`src/core/sat_defines.vh`:
```
// Constants for the split auto-reload timer: bus offsets, field positions,
// reset values and clock divider figures.
// Assumes inclusion by bare name from the timer core, its checker and bench.
`ifndef SAT_DEFINES_VH
`define SAT_DEFINES_VH

// Byte addresses on the AXI4-Lite bus, one aligned word each
`define SAT_ADDR_W 8
`define SAT_OFF_CTRL 8'h00
`define SAT_OFF_RLD_LO 8'h04
`define SAT_OFF_RLD_HI 8'h08
`define SAT_OFF_CNT_LO 8'h0C
`define SAT_OFF_CNT_HI 8'h10
`define SAT_OFF_CLKCTL 8'h14
`define SAT_OFF_EIE 8'h18
`define SAT_OFF_CAPEN 8'h1C
`define SAT_OFF_IRQ_STAT 8'h20
`define SAT_OFF_IRQ_MASK 8'h24

// Control register fields
`define SAT_CTRL_HOVF 7
`define SAT_CTRL_LOVF 6
`define SAT_CTRL_LOIE 5
`define SAT_CTRL_SPLIT 3
`define SAT_CTRL_RUN 2
`define SAT_CTRL_XCLK 0

// Clock control, enable, capture, status and mask fields
`define SAT_CLK_LO_FAST 0
`define SAT_CLK_HI_FAST 1
`define SAT_EIE_TMR 0
`define SAT_CAP_EN 0
`define SAT_ST_HOVF 0
`define SAT_ST_LOVF 1

// Reset values and terminal counts
`define SAT_BYTE_RST 8'h00
`define SAT_MASK_RST 2'h3
`define SAT_BYTE_MAX 8'hFF
`define SAT_WORD_MAX 16'hFFFF

// Clock dividers
`define SAT_DIV_SYS 12
`define SAT_DIV_EXT 8
`define SAT_DIV_W 4

// AXI responses
`define SAT_RESP_OKAY 2'h0
`define SAT_RESP_SLVERR 2'h2

`endif

```
`src/core/sat_timer.v`:
```
// Split auto-reload timer: 16-bit up-counter or two 8-bit counters, with an
// AXI4-Lite register slave, clock prescalers and one level interrupt.
// Assumes a single clock aclk, a synchronous active-low reset and an
// external oscillator pin that is asynchronous to aclk.
//
// The register offsets and the AXI4-Lite interface to the registers were left to the implementer.
`include "sat_defines.vh"

module sat_timer #(
    parameter DIV_SYS = `SAT_DIV_SYS,
    parameter DIV_EXT = `SAT_DIV_EXT
) (
    input wire aclk,
    input wire aresetn,
    input wire ce,
    input wire ext_osc,
    input wire [`SAT_ADDR_W-1:0] s_axi_awaddr,
    input wire [2:0] s_axi_awprot,
    input wire s_axi_awvalid,
    output wire s_axi_awready,
    input wire [31:0] s_axi_wdata,
    input wire [3:0] s_axi_wstrb,
    input wire s_axi_wvalid,
    output wire s_axi_wready,
    output wire [1:0] s_axi_bresp,
    output wire s_axi_bvalid,
    input wire s_axi_bready,
    input wire [`SAT_ADDR_W-1:0] s_axi_araddr,
    input wire [2:0] s_axi_arprot,
    input wire s_axi_arvalid,
    output wire s_axi_arready,
    output wire [31:0] s_axi_rdata,
    output wire [1:0] s_axi_rresp,
    output wire s_axi_rvalid,
    input wire s_axi_rready,
    output wire irq
);

    // Byte step with auto-reload: {wrapped, next value}
    function [8:0] sat_step;
        input [7:0] cur;
        input [7:0] rld;
        begin
            if (cur == `SAT_BYTE_MAX)
                sat_step = {1'b1, rld};
            else
                sat_step = {1'b0, cur + 8'h01};
        end
    endfunction

    // Address decode shared by write and read paths
    function sat_mapped;
        input [`SAT_ADDR_W-1:0] a;
        begin
            case (a)
                `SAT_OFF_CTRL, `SAT_OFF_RLD_LO, `SAT_OFF_RLD_HI, `SAT_OFF_CNT_LO,
                `SAT_OFF_CNT_HI, `SAT_OFF_CLKCTL, `SAT_OFF_EIE, `SAT_OFF_CAPEN,
                `SAT_OFF_IRQ_STAT, `SAT_OFF_IRQ_MASK: sat_mapped = 1'b1;
                default: sat_mapped = 1'b0;
            endcase
        end
    endfunction

    // Last prescaler states, cut to the counter width on purpose
    localparam integer SYS_LAST_I = DIV_SYS - 1;
    localparam integer EXT_LAST_I = DIV_EXT - 1;
    localparam [`SAT_DIV_W-1:0] SYS_LAST = SYS_LAST_I[`SAT_DIV_W-1:0];
    localparam [`SAT_DIV_W-1:0] EXT_LAST = EXT_LAST_I[`SAT_DIV_W-1:0];

    // Register state
    reg hovf_q, lovf_q, loie_q, split_q, run_q, xclk_q;
    reg [7:0] rld_lo_q, rld_hi_q, cnt_lo_q, cnt_hi_q;
    reg lo_fast_q, hi_fast_q, eie_q, cap_q;
    reg [1:0] mask_q;
    reg irq_q;

    // Prescaler and synchroniser state
    reg [`SAT_DIV_W-1:0] div_sys_q, div_ext_q;
    reg osc_s1_q, osc_s2_q, osc_s3_q;

    // Bus state
    reg aw_have_q, w_have_q, bvalid_q, rvalid_q;
    reg [`SAT_ADDR_W-1:0] awaddr_q;
    reg [31:0] wdata_q, rdata_q;
    reg [3:0] wstrb_q;
    reg [1:0] bresp_q, rresp_q;

    // Handshakes: one write and one read under way at most
    assign s_axi_awready = ce & ~aw_have_q & ~bvalid_q;
    assign s_axi_wready = ce & ~w_have_q & ~bvalid_q;
    assign s_axi_arready = ce & ~rvalid_q;
    assign s_axi_bvalid = bvalid_q;
    assign s_axi_bresp = bresp_q;
    assign s_axi_rvalid = rvalid_q;
    assign s_axi_rdata = rdata_q;
    assign s_axi_rresp = rresp_q;
    assign irq = irq_q;

    wire aw_fire = s_axi_awvalid & s_axi_awready;
    wire w_fire = s_axi_wvalid & s_axi_wready;
    wire ar_fire = s_axi_arvalid & s_axi_arready;
    wire wr_go = aw_have_q & w_have_q & ~bvalid_q;
    wire wr_lane0 = wr_go & wstrb_q[0];
    wire [7:0] wb = wdata_q[7:0];

    // Per-register write strobes
    wire wr_ctrl = wr_lane0 & (awaddr_q == `SAT_OFF_CTRL);
    wire wr_rll = wr_lane0 & (awaddr_q == `SAT_OFF_RLD_LO);
    wire wr_rlh = wr_lane0 & (awaddr_q == `SAT_OFF_RLD_HI);
    wire wr_cl = wr_lane0 & (awaddr_q == `SAT_OFF_CNT_LO);
    wire wr_ch = wr_lane0 & (awaddr_q == `SAT_OFF_CNT_HI);
    wire wr_clk = wr_lane0 & (awaddr_q == `SAT_OFF_CLKCTL);
    wire wr_eie = wr_lane0 & (awaddr_q == `SAT_OFF_EIE);
    wire wr_cap = wr_lane0 & (awaddr_q == `SAT_OFF_CAPEN);
    wire wr_st = wr_lane0 & (awaddr_q == `SAT_OFF_IRQ_STAT);
    wire wr_msk = wr_lane0 & (awaddr_q == `SAT_OFF_IRQ_MASK);

    // Prescaler ticks; the oscillator edge is taken only after two flops
    wire tick_sys = (div_sys_q == SYS_LAST);
    wire osc_rise = osc_s2_q & ~osc_s3_q;
    wire tick_ext = osc_rise & (div_ext_q == EXT_LAST);
    wire tick_slow = xclk_q ? tick_ext : tick_sys;

    // Per-byte source: fast select wins, else the external select
    wire tick_lo = lo_fast_q | tick_slow;
    wire tick_hi = hi_fast_q | tick_slow;

    // Split needs capture disabled
    wire split_eff = split_q & ~cap_q;

    // Low byte free-runs in split mode; run gates all else
    wire adv_lo = split_eff ? tick_lo : (run_q & tick_lo);
    wire adv_hi = split_eff ? (run_q & tick_hi) : (run_q & tick_lo);

    // Counter arithmetic on the two halves
    wire [8:0] step_lo = sat_step(cnt_lo_q, rld_lo_q);
    wire [8:0] step_hi = sat_step(cnt_hi_q, rld_hi_q);
    wire [15:0] word_q = {cnt_hi_q, cnt_lo_q};
    wire word_wrap = (word_q == `SAT_WORD_MAX);
    wire [15:0] word_next = word_wrap ? {rld_hi_q, rld_lo_q} : (word_q + 16'h0001);

    // Overflow events; low wrap counts in either mode
    wire set_lo = adv_lo & step_lo[8];
    wire set_hi = adv_hi & (split_eff ? step_hi[8] : word_wrap);

    // Read mux; unused control bits read zero
    reg [7:0] rd_byte;
    always @* begin
        rd_byte = `SAT_BYTE_RST;
        case (s_axi_araddr)
            `SAT_OFF_CTRL: rd_byte = {hovf_q, lovf_q, loie_q, 1'b0, split_q, run_q, 1'b0, xclk_q};
            `SAT_OFF_RLD_LO: rd_byte = rld_lo_q;
            `SAT_OFF_RLD_HI: rd_byte = rld_hi_q;
            `SAT_OFF_CNT_LO: rd_byte = cnt_lo_q;
            `SAT_OFF_CNT_HI: rd_byte = cnt_hi_q;
            `SAT_OFF_CLKCTL: rd_byte = {6'h00, hi_fast_q, lo_fast_q};
            `SAT_OFF_EIE: rd_byte = {7'h00, eie_q};
            `SAT_OFF_CAPEN: rd_byte = {7'h00, cap_q};
            `SAT_OFF_IRQ_STAT: rd_byte = {6'h00, lovf_q, hovf_q};
            `SAT_OFF_IRQ_MASK: rd_byte = {6'h00, mask_q};
            default: rd_byte = `SAT_BYTE_RST;
        endcase
    end

    // AXI4-Lite slave; address and data may arrive in either order
    always @(posedge aclk) begin
        if (!aresetn) begin
            aw_have_q <= 1'b0;
            w_have_q <= 1'b0;
            bvalid_q <= 1'b0;
            rvalid_q <= 1'b0;
            awaddr_q <= `SAT_BYTE_RST;
            wdata_q <= 32'h00000000;
            wstrb_q <= 4'h0;
            bresp_q <= `SAT_RESP_OKAY;
            rresp_q <= `SAT_RESP_OKAY;
            rdata_q <= 32'h00000000;
        end else if (ce) begin
            if (aw_fire) begin
                aw_have_q <= 1'b1;
                awaddr_q <= s_axi_awaddr;
            end
            if (w_fire) begin
                w_have_q <= 1'b1;
                wdata_q <= s_axi_wdata;
                wstrb_q <= s_axi_wstrb;
            end
            if (wr_go) begin
                aw_have_q <= 1'b0;
                w_have_q <= 1'b0;
                bvalid_q <= 1'b1;
                bresp_q <= sat_mapped(awaddr_q) ? `SAT_RESP_OKAY : `SAT_RESP_SLVERR;
            end else if (bvalid_q & s_axi_bready) begin
                bvalid_q <= 1'b0;
            end
            if (ar_fire) begin
                rvalid_q <= 1'b1;
                rdata_q <= {24'h000000, rd_byte};
                rresp_q <= sat_mapped(s_axi_araddr) ? `SAT_RESP_OKAY : `SAT_RESP_SLVERR;
            end else if (rvalid_q & s_axi_rready) begin
                rvalid_q <= 1'b0;
            end
        end
    end

    // Prescalers and oscillator synchroniser; s1 feeds only s2
    always @(posedge aclk) begin
        if (!aresetn) begin
            div_sys_q <= {`SAT_DIV_W{1'b0}};
            div_ext_q <= {`SAT_DIV_W{1'b0}};
            osc_s1_q <= 1'b0;
            osc_s2_q <= 1'b0;
            osc_s3_q <= 1'b0;
        end else if (ce) begin
            osc_s1_q <= ext_osc;
            osc_s2_q <= osc_s1_q;
            osc_s3_q <= osc_s2_q;
            div_sys_q <= tick_sys ? {`SAT_DIV_W{1'b0}} : (div_sys_q + 1'b1);
            if (osc_rise)
                div_ext_q <= (div_ext_q == EXT_LAST) ? {`SAT_DIV_W{1'b0}} : (div_ext_q + 1'b1);
        end
    end

    // Timer registers: counting first, then software writes override the
    // count, then hardware flag sets override any clear in the same cycle
    always @(posedge aclk) begin
        if (!aresetn) begin
            hovf_q <= 1'b0;
            lovf_q <= 1'b0;
            loie_q <= 1'b0;
            split_q <= 1'b0;
            run_q <= 1'b0;
            xclk_q <= 1'b0;
            rld_lo_q <= `SAT_BYTE_RST;
            rld_hi_q <= `SAT_BYTE_RST;
            cnt_lo_q <= `SAT_BYTE_RST;
            cnt_hi_q <= `SAT_BYTE_RST;
            lo_fast_q <= 1'b0;
            hi_fast_q <= 1'b0;
            eie_q <= 1'b0;
            cap_q <= 1'b0;
            mask_q <= `SAT_MASK_RST;
            irq_q <= 1'b0;
        end else if (ce) begin
            if (split_eff) begin
                if (adv_lo)
                    cnt_lo_q <= step_lo[7:0];
                if (adv_hi)
                    cnt_hi_q <= step_hi[7:0];
            end else if (adv_lo) begin
                cnt_lo_q <= word_next[7:0];
                cnt_hi_q <= word_next[15:8];
            end
            if (wr_cl)
                cnt_lo_q <= wb;
            if (wr_ch)
                cnt_hi_q <= wb;
            if (wr_ctrl) begin
                hovf_q <= wb[`SAT_CTRL_HOVF];
                lovf_q <= wb[`SAT_CTRL_LOVF];
                loie_q <= wb[`SAT_CTRL_LOIE];
                split_q <= wb[`SAT_CTRL_SPLIT];
                run_q <= wb[`SAT_CTRL_RUN];
                xclk_q <= wb[`SAT_CTRL_XCLK];
            end
            // Write-one-to-clear view of the same flags
            if (wr_st & wb[`SAT_ST_HOVF])
                hovf_q <= 1'b0;
            if (wr_st & wb[`SAT_ST_LOVF])
                lovf_q <= 1'b0;
            // Sticky: only software clears, a set in the same cycle wins
            if (set_hi)
                hovf_q <= 1'b1;
            if (set_lo)
                lovf_q <= 1'b1;
            if (wr_rll)
                rld_lo_q <= wb;
            if (wr_rlh)
                rld_hi_q <= wb;
            if (wr_clk) begin
                lo_fast_q <= wb[`SAT_CLK_LO_FAST];
                hi_fast_q <= wb[`SAT_CLK_HI_FAST];
            end
            if (wr_eie)
                eie_q <= wb[`SAT_EIE_TMR];
            if (wr_cap)
                cap_q <= wb[`SAT_CAP_EN];
            if (wr_msk)
                mask_q <= wb[1:0];
            // Level request from flags; registered so the pin is glitch free
            irq_q <= eie_q & ((hovf_q & mask_q[`SAT_ST_HOVF]) |
                              (lovf_q & loie_q & mask_q[`SAT_ST_LOVF]));
        end
    end

endmodule

```
`config.mk`:
```
export PLATFORM = sky130hd
export DESIGN_NAME = sat_timer
export DESIGN_NICKNAME = d
export VERILOG_FILES = /design/src/core/sat_timer.v
export VERILOG_INCLUDE_DIRS = /design/src /design/src/core
export SDC_FILE = /design/constraint.sdc
export NUM_CORES = 1
export LEC_CHECK = 0
export ABC_AREA = 1
export BUFFER_PORTS_ARGS = -buffer_cell sky130_fd_sc_hd__buf_2
export CAP_MARGIN = 25
export CORE_AREA = 10 10 153 84
export CTS_CLUSTER_SIZE = 28
export DETAILED_ROUTE_END_ITERATION = 8
export DIE_AREA = 0 0 163 94
export PLACE_DENSITY = 0.72
export SLEW_MARGIN = 20
export SYNTH_ARGS = -nofsm -noshare
export SYNTH_HDL_FRONTEND = slang
export SYNTH_SLANG_ARGS = --single-unit
export TNS_END_PERCENT = 30
```
`constraint.sdc`:
```
create_clock -name aclk -period 1.7 [get_ports aclk]
set_clock_uncertainty 0.2 [all_clocks]
set_input_delay 0.085 -clock aclk [delete_from_list [all_inputs] [get_ports aclk]]
set_output_delay 0.085 -clock aclk [all_outputs]
set_load 0.02 [all_outputs]
```
==> results of run 1 <==
worst reg2reg max path: stages (launching register included):
cell	delay (ns)
dfxtp_2	0.36
ha_4	0.14
nand2_2	0.06
nor2_4	0.13
nand2_4	0.13
a21oi_4	0.19
buf_4	0.14
buf_4	0.09
nand2_1	0.04
a21oi_1	0.14
nor3_1	0.07
nor2_1	0.10
logic make-up after synthesis:
kind of cell               Yosys count  synth area share [%]
and+or+nand+nor                    328                  30.9
xor gates and xnor gates             8                  1.41
adders and majority gates            4                  1.01
AOI/OAI and AO/OA                  184                  19.9
other                                1                0.0754
buffers and inverters              121                  11.7
DFF                                 87                  35.0
how the worst max path moves through the flow:
stage / endpoint / slack, ns
after global routing: cnt_hi_q[1]$_SDFFE_PN0P_ / -0.24
final: cnt_lo_q[1]$_SDFFE_PN0P_ / -0.15
after CTS: cnt_lo_q[1]$_SDFFE_PN0P_ / -0.11
after detailed placement: cnt_hi_q[3]$_SDFFE_PN0P_ / -0.19
after floorplan: cnt_lo_q[0]$_SDFFE_PN0P_ / -0.01
after global placement: cnt_lo_q[7]$_SDFFE_PN0P_ / -0.12
power groups by stage:
stage	Clock [mW]	Combinational, mW	Sequential, mW
floorplan	0	0.309	2.17
global placement	0	0.453	2.17
detailed placement	0	0.463	2.17
CTS	2.18	0.513	2.13
global route	2.25	0.595	2.14
finish	2.16	0.549	2.14
flip-flops by register name, summed over array words and instances, names as in the netlist, 2 cells and up:
signal	count
div_ext_q	4
cnt_hi_q	8
wdata_q	8
rld_lo_q	8
mask_q	2
awaddr_q	8
s_axi_rdata	8
rld_hi_q	8
cnt_lo_q	8
div_sys_q	4
cells in the mapped netlist, drive strengths merged (2+ instances only):
cell / n
o211ai: 6
clkbuf: 12
clkinv: 4
inv: 73
xor2: 5
a211oi: 3
nand2: 162
nand4: 13
ha: 4
a21oi: 78
o21ai: 91
dfxtp: 87
nor2: 95
nand3b: 2
o221ai: 2
nor3: 10
or2: 2
nand3: 41
buf: 32
xnor2: 3
final cells by class:
type,instances,share of cell area (%)
Inverter,77,4.58
Timing Repair inverter,1,0.0906
Sequential cell,87,25.5
Clock inverter,5,1.16
Multi-Input combinational cell,550,43.7
Timing Repair Buffer,175,18.9
Tap cell,140,2.54
Clock buffer,11,3.51
metrics by stage:
step / setup WS (ns) / TNS (ns)
finish: -0.152 / -1.75
global route: -0.242 / -5.06
detailed placement: -0.188 / -2.84
CTS: -0.111 / -1.35
global placement: -0.121 / -1.52
floorplan: -0.0144 / -0.0626
timing repair:
action,CTS,global route
pin swaps,22,21
cloned,1,0
setup endpoints to repair,32,61
setup buffers,5,6
endpoints found under the hold margin,21,3
gates resized for setup,43,61
hold buffers,22,2
routing by layer:
layer / wire, µm / GRT usage [%]
met1: 6910 / 26.5
met2: 7470 / 33.6
met3: 1860 / 5.73
met4: 425 / 6.87
met5: 0 / 0
==> results.toml, run 1 <==
[run_status]
status = "finished, violations left"
violations = "setup timing"

[cells_and_area]
stdcell_area_um2 = 6910
syn2layout_area_growth_pct = 38.9
n_antenna_cell = 0
finalCoreUtilization_pct = 68.5
n_fill_cell = 806
multi_input_area_um2 = 3020
regArea_um2 = 1760
final_cells = 1046
final_cell_mix = "134 x nand2_1, 95 x buf_4, 74 x dfxtp_1"
final_nets = 972
drive_gt1_share_pct = 31.5
mostFrequentLayoutCell = "nand2_1"

[synthesis]
synth.distinct_cells = 47
avgSynthCellArea_um2 = 6.79
synth_top_area_share_pct = 35.0
ys_seq_elements = 87
synthesis.instances = 733
yosys.area.top_type = "dfxtp_1"
async_flop_share_pct = 0
synth_ff_type = "dfxtp_1"
netlist_area_um2 = 4970
ys_top_cells_by_area = "dfxtp_1 35%, nand2_1 11%, o21ai_0 8.3%"
yosys_warnings = 0
synth-edff-count = 0
seq_area_frac_synth_pct = 35.0

[cts]
htree_num_levels = 3
clock_sinks = 87
cts_root_buffer = "clkbuf_16"
insertion_delay_ns = 0.35
numCtsBuffers = 9
tritoncts = "done"
clk_path_buf_depth = 2
clkTransAtPathRegs_ns = 0.06

[critical_path]
cpMostUsedCell = "buf_4"
required_ns = 1.77
crit_buf_inv = 2
max_stage_delay_ns = 0.36
r2r-start = "cnt_lo_q[0]$_SDFFE_PN0P_"
r2r_cells = 11
startpoint = "cnt_lo_q[0]$_SDFFE_PN0P_"
cp_cell_sequence = "ha_4 > nand2_2 > nor2_4 > nand2_4 > a21oi_4 > buf_4 > buf_4 > nand2_1 > a21oi_1 > nor3_1 > nor2_1"
crit_family = "simple AND/OR/NAND/NOR gates"
slowest_stage = "dfxtp_2"
worst-setup-path-type = "reg -> reg"
rr_endpoint = "cnt_lo_q[1]$_SDFFE_PN0P_"
critPathCaptureType = "flop"
crit_arrival_ns = 1.92
critPathLaunchType = "flop"
crit_cells = 11
cp_max_fo = 6
r2r_slack_ns = -0.15

[floorplan]
die_h_um = 94
initial_core_util_pct = 49.3
ios = 109
die_x_um = 163
rows = 26
core_area_um2 = 10100
die-area_um2 = 15300

[sta]
period_minus_slack_ns = 1.85
fmax_mhz = 540
holdWs_ns = 0.0290
rsz0062_at_grt = "true"
worst_pin_slew_ns = 0.827
hold_viol_final = 0
relSlewSlack_pct = 44.8
setup_slack_ns = -0.152
slew_viol_final = 0
fin_crit_sh_pct = 109
setup_violations = 24

[hold_path]
hold_end = "s_axi_rresp[1]$_SDFFE_PN0P_"
hold_class = "in -> reg"
hold_depth = 4
min_from = "s_axi_arvalid"

[grt]
grt_antenna_before_repair = 0
grt_max_degree = 65
overflow = 0
grt_pass1_wl_um = 26000
track_usage_pct = 20.9
grt_pass1_vias = 5187

[route]
dr.pass1.iters = 6
ant_nets = 0
wl_per_cell_um = 15.9
remaining_drc_errors = 0
first_iter_violations = 566
num_vias = 5636
vias_per_cell = 5.39
routed_wirelength_um = 16700

[pwr]
worst_ir_drop_vdd_mv = 0.509
fin_total_pwr_mw = 4.84
swShare_pct = 25.1
leakage_nw = 3.03
clkPwrFrac_pct = 44.5
p_int_mw = 3.63
combPwrFrac_pct = 11.3
p_sw_mw = 1.21
power_density_nw_per_um2 = 701
p_seq_share_pct = 44.1

[placement]
place_area_um2 = 5970
dp_cells = 994
gp_congestion = 0.978
dp_hpwl_um = 12000
io_buffers = 49

[run]
drv_cap = 0
No activity file was read; power rests on OpenSTA's default activity.
==> run 2: changes to the inputs <==
--- a/config.mk
+++ b/config.mk
@@ -18,4 +18,3 @@
 export SYNTH_ARGS = -nofsm -noshare
 export SYNTH_HDL_FRONTEND = slang
 export SYNTH_SLANG_ARGS = --single-unit
-export TNS_END_PERCENT = 30
==> results.toml, run 2 (synthesized netlist as in run 1, its figures left out) <==
[sta]
period_minus_slack_ns = 1.88
fin_crit_sh_pct = 110
setup_violations = 18
relSlewSlack_pct = 66.3
slew_viol_final = 0
hold_viol_final = 0
fmax_mhz = 533
worst_pin_slew_ns = 0.506
rsz0062_at_grt = "true"
tns_ns = -2.06
setup_slack_ns = -0.175

[route]
routed_wirelength_um = 17400
wl_per_cell_um = 16.7
first_iter_violations = 461
num_vias = 5731
dr.pass1.iters = 6
remaining_drc_errors = 0
vias_per_cell = 5.48
ant_nets = 0

[cells_and_area]
drive_gt1_share_pct = 33.1
syn2layout_area_growth_pct = 41.6
n_antenna_cell = 0
final_cell_mix = "131 x nand2_1, 89 x buf_4, 74 x dfxtp_1"
mostFrequentLayoutCell = "nand2_1"
final_cells = 1045
final_nets = 971

[placement]
post-place-ws_ns = -0.171
dp_hpwl_um = 11800
dp_cells = 986
gp_congestion = 0.953
io_buffers = 49

[critical_path]
r2r_cells = 8
cpMostUsedCell = "nand3_1"
rr_endpoint = "cnt_hi_q[2]$_SDFFE_PN0P_"
worst-setup-path-type = "reg -> reg"
critPathCaptureType = "flop"
r2r_slack_ns = -0.18
slowest_stage = "dfxtp_1"
max_stage_delay_ns = 0.34
r2r-start = "awaddr_q[6]$_SDFFE_PN0P_"
critPathLaunchType = "flop"
required_ns = 1.78
crit_family = "simple AND/OR/NAND/NOR gates"
crit_buf_inv = 2
cp_max_fo = 4
cp_cell_sequence = "nor2_4 > nand3_1 > buf_4 > inv_1 > nand3_1 > o21ai_2 > nand2_4 > a21oi_2"
crit_arrival_ns = 1.95

[grt]
busiest_layer = "met2"
grt_antenna_before_repair = 0
grt_use_met2_pct = 34.9
grt_max_degree = 41
grt_pass1_wl_um = 26500
track_usage_pct = 21.4
grt_use_met1_pct = 26.6
overflow = 0
grt_pass1_vias = 5263
grt_use_met3_pct = 6.74

[cts]
clk_path_buf_depth = 2
cts_root_buffer = "clkbuf_16"
htree_num_levels = 3
insertion_delay_ns = 0.35
clkTransAtPathRegs_ns = 0.07
clock_sinks = 87
numCtsBuffers = 9
tritoncts = "done"

[floorplan]
die_h_um = 94
die_x_um = 163
initial_core_util_pct = 49.3
ios = 109
core_area_um2 = 10100
rows = 26
die-area_um2 = 15300

[hold_path]
min_from = "ce"
hold_depth = 4
hold_class = "in -> reg"
hold_end = "div_sys_q[1]$_SDFFE_PN0P_"

[pwr]
worst_ir_drop_vdd_mv = 0.757
fin_total_pwr_mw = 4.90
power_density_nw_per_um2 = 696
leakage_nw = 3.02

[run_status]
status = "finished, violations left"
violations = "setup timing"

[run]
drv_cap = 0
run 2: cell count changes in the layout (fill, tap and decap cells not counted), moves of 3 or more:
cell     previous run  this run
buf_6               4         7
inv_4               4         1
nand3_1            33        37
o21ai_4             0         6
nand2_1           134       131
a21oi_2             6        14
o21ai_1            21        27
o21ai_0            64        52
nand3_2             8         4
buf_4              95        89
a21oi_1            71        63
run 2: worst max-delay path by stage:
stage                                         start                       end  slack, ns  cells past startpoint
after global routing      div_ext_q[1]$_SDFFE_PN0P_  cnt_hi_q[5]$_SDFFE_PN0P_      -0.28                     13
after floorplan            cnt_hi_q[1]$_SDFFE_PN0P_  cnt_lo_q[0]$_SDFFE_PN0P_      -0.01                     10
final                      awaddr_q[6]$_SDFFE_PN0P_  cnt_hi_q[2]$_SDFFE_PN0P_      -0.18                      8
after detailed placement   cnt_lo_q[1]$_SDFFE_PN0P_  cnt_lo_q[1]$_SDFFE_PN0P_      -0.17                     10
after global placement     cnt_lo_q[1]$_SDFFE_PN0P_  cnt_lo_q[1]$_SDFFE_PN0P_      -0.17                     10
after CTS                  cnt_lo_q[0]$_SDFFE_PN0P_  cnt_hi_q[4]$_SDFFE_PN0P_      -0.10                     12
run 2: what timing repair did:
item                       4_1_cts  5_1_grt
gates cloned                     2        2
hold endpoints to repair        23        3
resized for setup               60       84
pin swaps                       33       25
setup endpoints to repair       29       50
hold buffers                    23        1
buffers inserted                12        5
run 2: worst reg2reg max path: stages (launching register included):
cell and delay (ns):
dfxtp_1 0.34, nor2_4 0.16, nand3_1 0.13, buf_4 0.19, inv_1 0.11, nand3_1 0.22, o21ai_2 0.25, nand2_4 0.07
a21oi_2 0.14
run 2: metrics by stage:
stage / area, µm² / util, % / hold slack [ns]
finish: 7040 / 69.8 / 0.0439
global route: 7040 / 69.8 / 0.0870
CTS: 6760 / 67.0 / 0.0261
detailed placement: 5910 / 58.6 / 0.138
global placement: 5910 / 58.6 / 0.122
floorplan: 5110 / - / 0.0199
run 2: cell type report:
class / count / area, µm²
timing repair buffer: 173 / 1320
clock buffer: 10 / 239
sequential: 87 / 1770
tap: 140 / 175
clock inverter: 6 / 92.6
inverter: 77 / 314
timing repair inverter: 2 / 13.8
multi-input combinational: 550 / 3120
fill: 782 / 3040
run 2: routing by layer:
metal | up-vias | share of wire (%)
met5 | - | 0
met4 | 0 | 2.5
met2 | 305 | 46
met1 | 2654 | 41
li1 | 2717 | -
met3 | 55 | 11
run 2: report_power, final:
group          total [mW]  internal, mW  switching, mW
combinational       0.566         0.210          0.356
sequential           2.13          2.09         0.0438
clock                2.20          1.34          0.867
==> run 3: changes to the inputs <==
--- a/config.mk
+++ b/config.mk
@@ -9,11 +9,11 @@
 export ABC_AREA = 1
 export BUFFER_PORTS_ARGS = -buffer_cell sky130_fd_sc_hd__buf_2
 export CAP_MARGIN = 25
-export CORE_AREA = 10 10 153 84
+export CORE_AREA = 10 10 141 78
 export CTS_CLUSTER_SIZE = 28
 export DETAILED_ROUTE_END_ITERATION = 8
-export DIE_AREA = 0 0 163 94
-export PLACE_DENSITY = 0.72
+export DIE_AREA = 0 0 151 88
+export PLACE_DENSITY = 0.88
 export SLEW_MARGIN = 20
 export SYNTH_ARGS = -nofsm -noshare
 export SYNTH_HDL_FRONTEND = slang
==> constraint.sdc (replaced) <==
create_clock -name aclk -period 2.4 [get_ports aclk]
set_clock_uncertainty 0.2 [all_clocks]
set_input_delay 0.12 -clock aclk [delete_from_list [all_inputs] [get_ports aclk]]
set_output_delay 0.12 -clock aclk [all_outputs]
set_load 0.02 [all_outputs]
==> results.toml, run 3 (synthesized netlist as in run 1, its figures left out) <==
[cells_and_area]
syn2layout_area_growth_pct = 15.7
drive_gt1_share_pct = 14.7
final_nets = 873
final_cell_mix = "150 x nand2_1, 87 x dfxtp_1, 82 x o21ai_0"
stdcell_area_um2 = 5760
mostFrequentLayoutCell = "nand2_1"
final_cells = 924
n_antenna_cell = 0

[pwr]
p_seq_share_pct = 45.7
leakage_nw = 2.41
swShare_pct = 24.9
p_int_mw = 2.48
worst_ir_drop_vdd_mv = 0.500
p_sw_uw = 821
combPwrFrac_pct = 9.3
clkPwrFrac_pct = 45.0
power_density_nw_per_um2 = 574

[critical_path]
max_stage_delay_ns = 0.50
crit_arrival_ns = 2.16
crit_buf_inv = 1
critPathCaptureType = "flop"
required_ns = 2.46
cp_max_fo = 16
cp_cell_sequence = "nor2_4 > inv_1 > nor3_2 > nand2_2 > nor3_4 > o21ai_0 > a21oi_1"
worst-setup-path-type = "reg -> reg"
crit_family = "simple AND/OR/NAND/NOR gates"
r2r_cells = 7
slowest_stage = "nor3_4"
crit_cells = 7
critPathLaunchType = "flop"

[sta]
tns_ns = 0
period_minus_slack_ns = 2.10
slew_viol_final = 0
fmax_mhz = 476
relSlewSlack_pct = 47.2
hold_viol_final = 0
fin_crit_sh_pct = 87.6
setup_slack_ns = 0.297
setup_violations = 0
holdWs_ns = 0.0264
worst_pin_slew_ns = 0.791
rsz0062_at_grt = "false"

[hold_path]
hold_class = "in -> reg"
hold_depth = 3

[placement]
dp_cells = 887
dp_hpwl_um = 10400
post-place-ws_ns = 0.377
gp_congestion = 0.971
place_area_um2 = 5230
io_buffers = 49

[route]
dr.pass1.iters = 5
ant_nets = 0
vias_per_cell = 5.61
remaining_drc_errors = 0
routed_wirelength_um = 14800
first_iter_violations = 639
wl_per_cell_um = 16.0
num_vias = 5183

[cts]
tritoncts = "done"
cts_root_buffer = "clkbuf_16"
clk_path_buf_depth = 2
htree_num_levels = 3
cts_resized = 0
numCtsBuffers = 9
clock_sinks = 87
insertion_delay_ns = 0.35
clkTransAtPathRegs_ns = 0.06

[grt]
grt_use_met2_pct = 34.6
grt_antenna_before_repair = 0
overflow = 0
track_usage_pct = 21.8
grt_use_met1_pct = 28.1
grt_pass1_wl_um = 23400
grt_pass1_vias = 4760
grt_use_met3_pct = 5.20
grt_max_degree = 61
busiest_layer = "met2"

[floorplan]
die-area_um2 = 13300
die_h_um = 88
ios = 109
die_x_um = 151
initial_core_util_pct = 58.3
rows = 24
core_area_um2 = 8530

[run]
drv_cap = 0

[run_status]
status = "complete, no violations"
run 3: cell count changes in the layout (fill, tap and decap cells not counted), sizes merged:
cell	delta
dlygate4sd3	-3
buf	-92
inv	-2
clkbuf	-1
run 3: routing by layer:
| metal | wire length (µm) | share of wire [%] |
|---|---|---|
| met1 | 6160 | 42 |
| met4 | 384 | 2.6 |
| met5 | 0 | 0 |
| met2 | 6600 | 45 |
| met3 | 1640 | 11 |
run 3: power groups by stage:
stage / sequential [mW] / combinational [mW] / clock, mW
2_1_floorplan: 1.54 / 0.218 / 0
3_5_place_dp: 1.54 / 0.265 / 0
5_1_grt: 1.51 / 0.335 / 1.55
3_3_place_gp: 1.54 / 0.260 / 0
6_report: 1.51 / 0.306 / 1.49
4_1_cts: 1.51 / 0.294 / 1.49
run 3: repair_timing:
item                                   CTS  global route
endpoints found under the hold margin   24             0
hold buffers                            21             0
setup buffers                            0             0
run 3: path summary, 6_finish.rpt:
path                               start                           to  slack (ns)
max             awaddr_q[0]$_SDFFE_PN0P_     rld_lo_q[4]$_SDFFE_PN0P_        0.30
min                                   ce     cnt_hi_q[7]$_SDFFE_PN0P_        0.03
max reg2reg     awaddr_q[0]$_SDFFE_PN0P_     rld_lo_q[4]$_SDFFE_PN0P_        0.30
min reg2reg  s_axi_rdata[6]$_SDFFE_PN0P_  s_axi_rdata[6]$_SDFFE_PN0P_        0.26
run 3: worst reg2reg max path: stages, from the launching register on:
cell,delay [ns]
dfxtp_1,0.34
nor2_4,0.21
inv_1,0.08
nor3_2,0.20
nand2_2,0.10
nor3_4,0.50
o21ai_0,0.20
a21oi_1,0.19
run 3: stage by stage:
stage	power (mW)	utilization, %
floorplan	1.76	-
global placement	1.80	61.4
detailed placement	1.81	61.4
CTS	3.29	67.5
global route	3.40	67.5
finish	3.30	67.5
run 3: final cells by class:
class	count	area [µm²]
Inverter	77	302
Clock buffer	10	229
Clock inverter	6	85.1
Timing Repair Buffer	77	508
Fill cell	681	2770
Multi-Input combinational cell	550	2750
Sequential cell	87	1740
Tap cell	117	146
